[config.mk]
export PLATFORM = sky130hd
export DESIGN_NAME = taal_top
export DESIGN_NICKNAME = d
export VERILOG_FILES = /design/src/hdl/taal_pkg.sv /design/src/hdl/taal_top.sv
export SDC_FILE = /design/constraint.sdc
export NUM_CORES = 1
export LEC_CHECK = 0
export ABC_AREA = 1
export BUFFER_PORTS_ARGS = -buffer_cell sky130_fd_sc_hd__buf_2
export CORE_MARGIN = 8
export CORE_UTILIZATION = 55
export CTS_BUF_LIST = sky130_fd_sc_hd__clkbuf_4 sky130_fd_sc_hd__clkbuf_8
export DETAILED_ROUTE_END_ITERATION = 10
export GPL_ROUTABILITY_DRIVEN = 0
export GPL_TIMING_DRIVEN = 0
export PLACE_DENSITY = 0.81
export SYNTH_ARGS = -nofsm -noshare
export SYNTH_HDL_FRONTEND = slang
export SYNTH_SLANG_ARGS = --single-unit
[constraint.sdc]
create_clock -name mclk -period 2.54 [get_ports mclk]
set_input_delay 0.508 -clock mclk [delete_from_list [all_inputs] [get_ports mclk]]
set_output_delay 0.508 -clock mclk [all_outputs]
set_load 0.02 [all_outputs]
[src/hdl/taal_pkg.sv]
// Constants, field positions and enumerations of the thermal alarm block.
// Assumes an APB master on mclk and an ADC front end on the same clock.
// Function
// - Thermostat latch sets when latest result reaches or passes critical.
// - Thermostat output active low; a configuration bit makes it high.
// - Thermostat latch releases only at or below critical minus five.
// - Comparisons run after each conversion and after each limit write.
// - Limit writes in standby re-evaluate using the last result.
// - Critical comparison never raises the bus alert.
// - Fan-on bit 2 with thermostat latch active forces full fan drive.
// - Forcing keeps stored duty; programmed duty returns on release.
// - Diode fault detector sampled into status at each conversion start.
// - Status shows no diode fault until the first conversion starts.
// - Diode fault reports plus 127 degrees and sets the alert latch.
// - Alert output comes from a latch cleared only by alert response.
// - Alert set by high, low, diode fault or either pin edge.
// - Pending alert never stops conversions; results stay readable.
// - Alert output is open drain, pulling low only.
// - A threshold that alerted stays silent until rewritten.
// - Other new alarm conditions still raise alerts meanwhile.
// - Host reads alert response address; pending devices send address.
// - Lower address wins; loser does not acknowledge, keeps alert low.
// - Latch cleared only after address successfully delivered.
// - Eight-bit command index register resets to one.
// - Results and limits are 8-bit two's complement, one degree per bit.
// - Alert when result reaches high limit or reaches low limit.
// - Response byte holds seven-bit address above a logic one.
package taal_pkg;
   // Register indices; byte address is four times the index
   localparam logic [5:0] IDX_TEMP     = 6'h01;
   localparam logic [5:0] IDX_STAT     = 6'h02;
   localparam logic [5:0] IDX_CFG_RD   = 6'h03;
   localparam logic [5:0] IDX_HI_RD    = 6'h07;
   localparam logic [5:0] IDX_LO_RD    = 6'h08;
   localparam logic [5:0] IDX_CFG_WR   = 6'h09;
   localparam logic [5:0] IDX_HI_WR    = 6'h0d;
   localparam logic [5:0] IDX_LO_WR    = 6'h0e;
   localparam logic [5:0] IDX_CRIT_RD  = 6'h10;
   localparam logic [5:0] IDX_DUTY_RD  = 6'h13;
   localparam logic [5:0] IDX_CRIT_WR  = 6'h18;
   localparam logic [5:0] IDX_DUTY_WR  = 6'h1b;
   localparam logic [5:0] IDX_CMD      = 6'h1d;
   // Values after reset, then fixed constants
   localparam logic [7:0] CFG_RST      = 8'h02;
   localparam logic [7:0] HI_RST       = 8'h7f;
   localparam logic [7:0] LO_RST       = 8'hc9;
   localparam logic [7:0] CRIT_RST     = 8'h64;
   localparam logic [7:0] CMD_RST      = 8'h01;
   localparam logic [7:0] DUTY_RST     = 8'h00;
   localparam logic [7:0] FAULT_TEMP   = 8'h7f;
   localparam logic [7:0] FULL_DRIVE   = 8'hff;
   localparam logic [8:0] HYST_DEG     = 9'h005;
   localparam logic [6:0] ARA_ADDR     = 7'h0c;
   // Configuration and status bit positions
   localparam int CFG_FANON_BIT = 2;
   localparam int CFG_POL_BIT   = 5;
   localparam int CFG_MASK_BIT  = 7;
   localparam int ST_FAULT_BIT  = 2;
   localparam int ST_LO_BIT     = 3;
   localparam int ST_HI_BIT     = 4;
   localparam int ST_CRIT_BIT   = 5;
   // Bus slave phase
   typedef enum logic [0:0] {
      TAAL_IDLE = 1'b0,
      TAAL_RESP = 1'b1
   } taal_phase_t;
endpackage

[src/hdl/taal_top.sv]
// Alarm, thermostat and alert logic of a remote-diode temperature monitor.
// Assumes conversion strobes and results on mclk; pins and fault raw.
`timescale 1ns/1ps
module taal_top
   import taal_pkg::*;
#(
   parameter logic [6:0] SLAVE_ADDR = 7'h4c  // Arbitrary default address
)(
   // Clock and reset
   input  wire logic        mclk,
   input  wire logic        resetn,
   // APB slave
   input  wire logic        psel,
   input  wire logic        penable,
   input  wire logic        pwrite,
   input  wire logic [7:0]  paddr,
   input  wire logic [31:0] pwdata,
   output logic             pready,
   output logic [31:0]      prdata,
   output logic             pslverr,
   // ADC front end, same clock
   input  wire logic        conv_start,
   input  wire logic        conv_done,
   input  wire logic [7:0]  adc_temp,
   // Asynchronous sense inputs
   input  wire logic        diode_fault_raw,
   input  wire logic        gp_pin_one,
   input  wire logic        gp_pin_two,
   // Alert response from the serial engine
   input  wire logic        ara_req,
   input  wire logic        ara_done,
   output logic [7:0]       ara_byte,
   output logic             ara_pending,
   // Open-drain alert pin; thermostat pin driven both high and low
   output logic             alert_o,
   output logic             alert_oe_n,
   output logic             thermostat_out,
   // Fan drive
   output logic [7:0]       fan_duty,
   output logic             fan_forced
);

   // Bus state
   taal_phase_t phase_q;
   logic [31:0] prdata_q;
   logic        pslverr_q;
   // Register file
   logic [7:0]  cfg_q;
   logic [7:0]  hi_q;
   logic [7:0]  lo_q;
   logic [7:0]  crit_q;
   logic [7:0]  duty_q;
   logic [7:0]  cmd_q;
   logic [7:0]  temp_q;
   // Alarm state
   logic        fault_q;
   logic        eval_q;
   logic        hi_arm_q;
   logic        lo_arm_q;
   logic        hi_flag_q;
   logic        lo_flag_q;
   logic        therm_q;
   logic        therm_d;
   logic        alert_q;
   logic        alert_d;
   // Synchronisers, stage two feeds logic, stage three for edges
   logic [2:0]  gp1_s;
   logic [2:0]  gp2_s;
   logic [1:0]  flt_s;
   // Output flops
   logic        oe_n_q;
   logic        tout_q;
   logic [7:0]  fan_q;
   logic        force_q;
   logic [7:0]  ara_q;

   // Bus decode
   wire         acc      = psel & penable;
   wire         fire     = acc & (phase_q == TAAL_RESP);
   wire         wr_fire  = fire & pwrite & ~pslverr_q;
   wire [5:0]   idx      = paddr[7:2];
   wire [7:0]   wbyte    = pwdata[7:0];
   wire         wr_cfg   = wr_fire & (idx == IDX_CFG_WR);
   wire         wr_hi    = wr_fire & (idx == IDX_HI_WR);
   wire         wr_lo    = wr_fire & (idx == IDX_LO_WR);
   wire         wr_crit  = wr_fire & (idx == IDX_CRIT_WR);
   wire         wr_duty  = wr_fire & (idx == IDX_DUTY_WR);
   wire         wr_cmd   = wr_fire & (idx == IDX_CMD);
   wire         lim_wr   = wr_hi | wr_lo | wr_crit;

   // Status byte readout
   wire [7:0]   status = {2'b00, therm_q, hi_flag_q, lo_flag_q,
                          fault_q, gp2_s[1], gp1_s[1]};

   // Read mux; a write-only index or bad alignment is an error
   logic [7:0]  rsel;
   logic        rok;
   logic        wok;
   always_comb begin
      rsel = 8'h00;
      rok  = 1'b1;
      case (idx)
         IDX_TEMP:    rsel = temp_q;
         IDX_STAT:    rsel = status;
         IDX_CFG_RD:  rsel = cfg_q;
         IDX_HI_RD:   rsel = hi_q;
         IDX_LO_RD:   rsel = lo_q;
         IDX_CRIT_RD: rsel = crit_q;
         IDX_DUTY_RD: rsel = duty_q;
         IDX_CMD:     rsel = cmd_q;
         default:     rok  = 1'b0;
      endcase
   end
   assign wok = (idx == IDX_CFG_WR) | (idx == IDX_HI_WR) |
                (idx == IDX_LO_WR) | (idx == IDX_CRIT_WR) |
                (idx == IDX_DUTY_WR) | (idx == IDX_CMD);
   wire bad = (paddr[1:0] != 2'b00) | (pwrite ? ~wok : ~rok);

   // One wait state: answer computed in first access cycle
   always_ff @(posedge mclk or negedge resetn) begin
      if (!resetn) begin
         phase_q   <= TAAL_IDLE;
         prdata_q  <= 32'h0000_0000;
         pslverr_q <= 1'b0;
      end else if (acc && phase_q == TAAL_IDLE) begin
         phase_q   <= TAAL_RESP;
         prdata_q  <= (pwrite | bad) ? 32'h0000_0000 : {24'h000000, rsel};
         pslverr_q <= bad;
      end else begin
         phase_q   <= TAAL_IDLE;
         pslverr_q <= 1'b0;
      end
   end

   // Software registers
   always_ff @(posedge mclk or negedge resetn) begin
      if (!resetn) begin
         cfg_q  <= CFG_RST;
         hi_q   <= HI_RST;
         lo_q   <= LO_RST;
         crit_q <= CRIT_RST;
         duty_q <= DUTY_RST;
         cmd_q  <= CMD_RST;
      end else begin
         if (wr_cfg)  cfg_q  <= wbyte;
         if (wr_hi)   hi_q   <= wbyte;
         if (wr_lo)   lo_q   <= wbyte;
         if (wr_crit) crit_q <= wbyte;
         if (wr_duty) duty_q <= wbyte;
         if (wr_cmd)  cmd_q  <= wbyte;
      end
   end

   // Two flops before any logic reads a pin
   always_ff @(posedge mclk or negedge resetn) begin
      if (!resetn) begin
         gp1_s <= 3'b000;
         gp2_s <= 3'b000;
         flt_s <= 2'b00;
      end else begin
         gp1_s <= {gp1_s[1:0], gp_pin_one};
         gp2_s <= {gp2_s[1:0], gp_pin_two};
         flt_s <= {flt_s[0], diode_fault_raw};
      end
   end

   // Fault flag held clear until a conversion samples it
   always_ff @(posedge mclk or negedge resetn) begin
      if (!resetn) begin
         fault_q <= 1'b0;
      end else if (conv_start) begin
         fault_q <= flt_s[1];
      end
   end

   // Results update regardless of a pending alert
   always_ff @(posedge mclk or negedge resetn) begin
      if (!resetn) begin
         temp_q <= 8'h00;
      end else if (conv_done) begin
         temp_q <= fault_q ? FAULT_TEMP : adc_temp;
      end
   end

   // Evaluate one cycle later so a fresh limit or result is in place
   always_ff @(posedge mclk or negedge resetn) begin
      if (!resetn) begin
         eval_q <= 1'b0;
      end else begin
         eval_q <= conv_done | lim_wr;
      end
   end

   // Signed compares, one degree per bit
   wire signed [8:0] t_s    = {temp_q[7], temp_q};
   wire signed [8:0] crit_s = {crit_q[7], crit_q};
   wire signed [8:0] rel_s  = crit_s - $signed(HYST_DEG);
   wire hi_hit   = $signed(temp_q) >= $signed(hi_q);
   wire lo_hit   = $signed(temp_q) <= $signed(lo_q);
   wire crit_hit = t_s >= crit_s;
   wire crit_rel = t_s <= rel_s;

   // Alarm events
   wire hi_ev    = eval_q & hi_hit & hi_arm_q;
   wire lo_ev    = eval_q & lo_hit & lo_arm_q;
   wire fault_ev = conv_start & flt_s[1];
   wire gp_ev    = (gp1_s[2] ^ gp1_s[1]) | (gp2_s[2] ^ gp2_s[1]);
   // Critical compare is left out on purpose
   wire set_any  = hi_ev | lo_ev | fault_ev | gp_ev;

   // Thresholds rearm only when rewritten; set wins over rearm
   always_ff @(posedge mclk or negedge resetn) begin
      if (!resetn) begin
         hi_arm_q <= 1'b1;
         lo_arm_q <= 1'b1;
      end else begin
         if (hi_ev)      hi_arm_q <= 1'b0;
         else if (wr_hi) hi_arm_q <= 1'b1;
         if (lo_ev)      lo_arm_q <= 1'b0;
         else if (wr_lo) lo_arm_q <= 1'b1;
      end
   end

   // Status flags follow the latest evaluation
   always_ff @(posedge mclk or negedge resetn) begin
      if (!resetn) begin
         hi_flag_q <= 1'b0;
         lo_flag_q <= 1'b0;
      end else if (eval_q) begin
         hi_flag_q <= hi_hit;
         lo_flag_q <= lo_hit;
      end
   end

   // Thermostat latch with hysteresis band
   always_comb begin
      therm_d = therm_q;
      if (eval_q && crit_hit)      therm_d = 1'b1;
      else if (eval_q && crit_rel) therm_d = 1'b0;
   end

   // Alert latch; an event in the clearing cycle is kept
   always_comb begin
      alert_d = alert_q;
      if (ara_done) alert_d = 1'b0;
      if (set_any)  alert_d = 1'b1;
   end

   always_ff @(posedge mclk or negedge resetn) begin
      if (!resetn) begin
         therm_q <= 1'b0;
         alert_q <= 1'b0;
      end else begin
         therm_q <= therm_d;
         alert_q <= alert_d;
      end
   end

   // Pin and fan outputs; loser of arbitration simply keeps pulling low
   always_ff @(posedge mclk or negedge resetn) begin
      if (!resetn) begin
         oe_n_q  <= 1'b1;
         tout_q  <= 1'b1;
         fan_q   <= DUTY_RST;
         force_q <= 1'b0;
         ara_q   <= 8'h00;
      end else begin
         oe_n_q  <= ~(alert_d & ~cfg_q[CFG_MASK_BIT]);
         tout_q  <= cfg_q[CFG_POL_BIT] ? therm_d : ~therm_d;
         force_q <= cfg_q[CFG_FANON_BIT] & therm_d;
         fan_q   <= (cfg_q[CFG_FANON_BIT] & therm_d) ? FULL_DRIVE
                                                     : duty_q;
         if (ara_req) ara_q <= {SLAVE_ADDR, 1'b1};
      end
   end

   assign pready         = phase_q == TAAL_RESP;
   assign prdata         = prdata_q;
   assign pslverr        = pslverr_q;
   assign alert_o        = 1'b0;
   assign alert_oe_n     = oe_n_q;
   assign thermostat_out = tout_q;
   assign fan_duty       = fan_q;
   assign fan_forced     = force_q;
   assign ara_byte       = ara_q;
   assign ara_pending    = alert_q;
endmodule
==> results.ini <==
[route]
routed_wl_mm=13.96
routedWlPerCell_um=16.14
dr_total_vias=4634
detail-route-antenna-nets=0
initialDrtViolationCount=380
routed_via_density=5.357
dr.pass1.iters=7
drc=0

[setup_path]
required_ns=2.80
criticalPathCategory=flop to flop
cp-end-kind=flop
worstPathMaxFanout=4
cp.arrival_ns=2.65
worstSetupStartpointType=flop

[finish]
fin_cells=865
drive_above_1_share_pct=21.22
area_growth_pct=17.26
n_antenna_cell=0
final_nets=844
postLayoutCoreUtil_pct=66.08
design_area_mm2=0.006077

[clock_network]
clockRootBuffer=clkbuf_8
numClockSinks=94
clk_latency_ns=0.37
htreeDepth=3
cts_tree=built
cts_made_buffers=9
clk_pin_slew_ns=0.09
cts_buffer_depth=2

[sta]
finClkSkew_ns=0.006984
setup_slack_ns=0.1551
min_period_over_period_pct=93.89
relSlewSlack_pct=63.33
slew_viol_final=0
holdWs_ns=0.1034
tightest_slew_ns=0.5460
period_minus_slack_ns=2.385
finalSetupViolCount=0
hold_viol=0
clock.fmax_mhz=419.3

[synth]
yosys_warnings=0
synth_mux_area_share_pct=0
synthDistinctLibCells=33
synth.cell_area_mm2=0.005182
postSynthCellCount=645
synthTopCellsByCount=nand2_1 (177), inv_1 (88), o21ai_0 (80)
yosysTopAreaCellShare_pct=35.73
ys_ff_latch=94
synth-simple-area-share_pct=21.10
synth_area_leader_cell=dfrtp_1
synth.area.top_cells=dfrtp_1 (36%), nand2_1 (13%), dfstp_2 (10%)
yosysSeqAreaShare_pct=45.87
yosysMostFrequentCell=nand2_1
synth_edf_count=0
synth-main-ff-cell=dfrtp_1
synth_top_family_by_area=simple AND/OR/NAND/NOR gates
synth_xor_xnor_area_share_pct=1.352
synth_fa_ha_area_share_pct=8.209
synth_compound_area_share_pct=11.47
syn_area_per_cell_um2=8.035
synthArstFlopShare_pct=100.0

[pwr]
powerDensity_mw_per_mm2=520.3
ir_drop_mv=0.3030
total_leakage_power_uw=0.003269

[floorplan]
dieArea_mm2=0.01278
die-width_um=113.1
core_area_mm2=0.009196
core.rowCount=35
pin_count=115
start_util_pct=56.35
die_h_um=113.1

[placed_design]
pre_cts_ws_ns=-0.2443
port_buffers=61
placed_area_mm2=0.005762
place_hpwl_mm=10.35
dp.cells=846

[outcome]
status=complete, no violations

[grt]
grt_max_degree=56
grt_usage_pct=22.30
grt_pass1_vias=4635
antenna_found_initial=0
grt_pass1_wl_mm=22.49
grt-ovfl-total=0

[flow_run]
maxCapViolCount=0

[hold_path]
min_path_type=input pin to asynchronous set/reset pin

==> path summary, 6_finish.rpt <==
kind,slack [ns],cells past startpoint,to,from
hold / removal,0.10,1,duty_q[0],resetn
max in group asynchronous,1.72,2,crit_q[5],resetn
setup / recovery,0.16,14,fan_duty[5],crit_q[2]
setup reg to reg,0.16,14,fan_duty[5],crit_q[2]
min in group mclk,0.24,1,gp1_s[0],gp_pin_one
hold reg to reg,0.37,0,flt_s[1],flt_s[0]
==> area by class of cell <==
cell class | instances | area (um2)
plain buffers | 39 | 269.0
clock buffers | 10 | 137.6
clock inverters | 5 | 81.33
fillers | 772 | 3119
inverters | 93 | 349.1
multi-input cells | 448 | 2366
flip-flops and latches | 94 | 2377
well taps | 111 | 138.9
repair buffers | 65 | 357.8
==> per-stage QoR <==
stage | power (uW) | setup TNS, ns
global route | 3303 | -0.02802
CTS | 3147 | 0
finish | 3162 | 0
floorplan | 1888 | 0
detailed placement | 2050 | -2.113
global placement | 2021 | -1.202
==> timing repair <==
item                                    4_1_cts  5_1_grt
pin swaps                                     0        4
setup buffers                                 0        3
endpoints found under the setup margin        9       11
gates resized for setup                       5       14
hold buffers                                  0        0
gates cloned                                  0        1
==> power by group <==
part,internal [uW],switching [uW]
Clock,578,537
Combinational,160,287
Sequential,1550,51.3
Total,2290,875
==> worst max-delay path, stage by stage (launching register included) <==
cell     delay, ns
dfstp_2       0.59
inv_1         0.12
o21ai_4       0.19
nor3_4        0.07
xor2_1        0.16
ha_1          0.33
a21oi_2       0.14
o21a_1        0.12
nand2_1       0.05
nand2_1       0.05
nand2_1       0.07
nand2_2       0.09
nand2_4       0.10
nand2_2       0.14
nand2_1       0.07
==> cells by family after synthesis <==
logic type,Yosys count
other,1
XOR/XNOR,8
flip-flops,94
buffers and inverters,132
adder cells (fa/ha/maj),34
AO/OA/AOI/OAI,113
AND/OR/NAND/NOR,263
==> sequential cells by signal (all words and copies together), names as in the netlist, 8 cells and up <==
name and count:
prdata 8, hi_q 8, cmd_q 8, temp_q 8, lo_q 8, fan_duty 8
duty_q 8, crit_q 8, cfg_q 8
==> metal layers <==
| metal | share of wire (%) | track usage [%] | routed length [um] |
|---|---|---|---|
| met5 | 0 | 0 | 0 |
| met4 | 4.4 | 11.99 | 614 |
| met3 | 10 | 6.070 | 1403 |
| met2 | 47 | 37.02 | 6578 |
| met1 | 38 | 25.74 | 5364 |
==> cells in the final DEF, fill, tap and decap left out, types with 3 or more instances in the layout <==
| master | Yosys | layout |
|---|---|---|
| nor3_1 | 8 | 6 |
| nand2_1 | 177 | 174 |
| inv_1 | 88 | 86 |
| o21ai_0 | 80 | 78 |
| nand3_1 | 26 | 26 |
| dfrtp_1 | 74 | 74 |
| o22ai_1 | 3 | 3 |
| conb_1 | 1 | 29 |
| xor2_1 | 8 | 8 |
| buf_2 | 2 | 62 |
| dfstp_2 | 20 | 20 |
| nor2_2 | 4 | 5 |
| inv_2 | 3 | 5 |
| ha_1 | 34 | 33 |
| clkbuf_8 | 0 | 10 |
| nor2_1 | 40 | 39 |
| clkbuf_1 | 5 | 5 |
| a21oi_1 | 21 | 20 |
| buf_4 | 32 | 36 |
No activity file was read; power rests on OpenSTA's default activity.
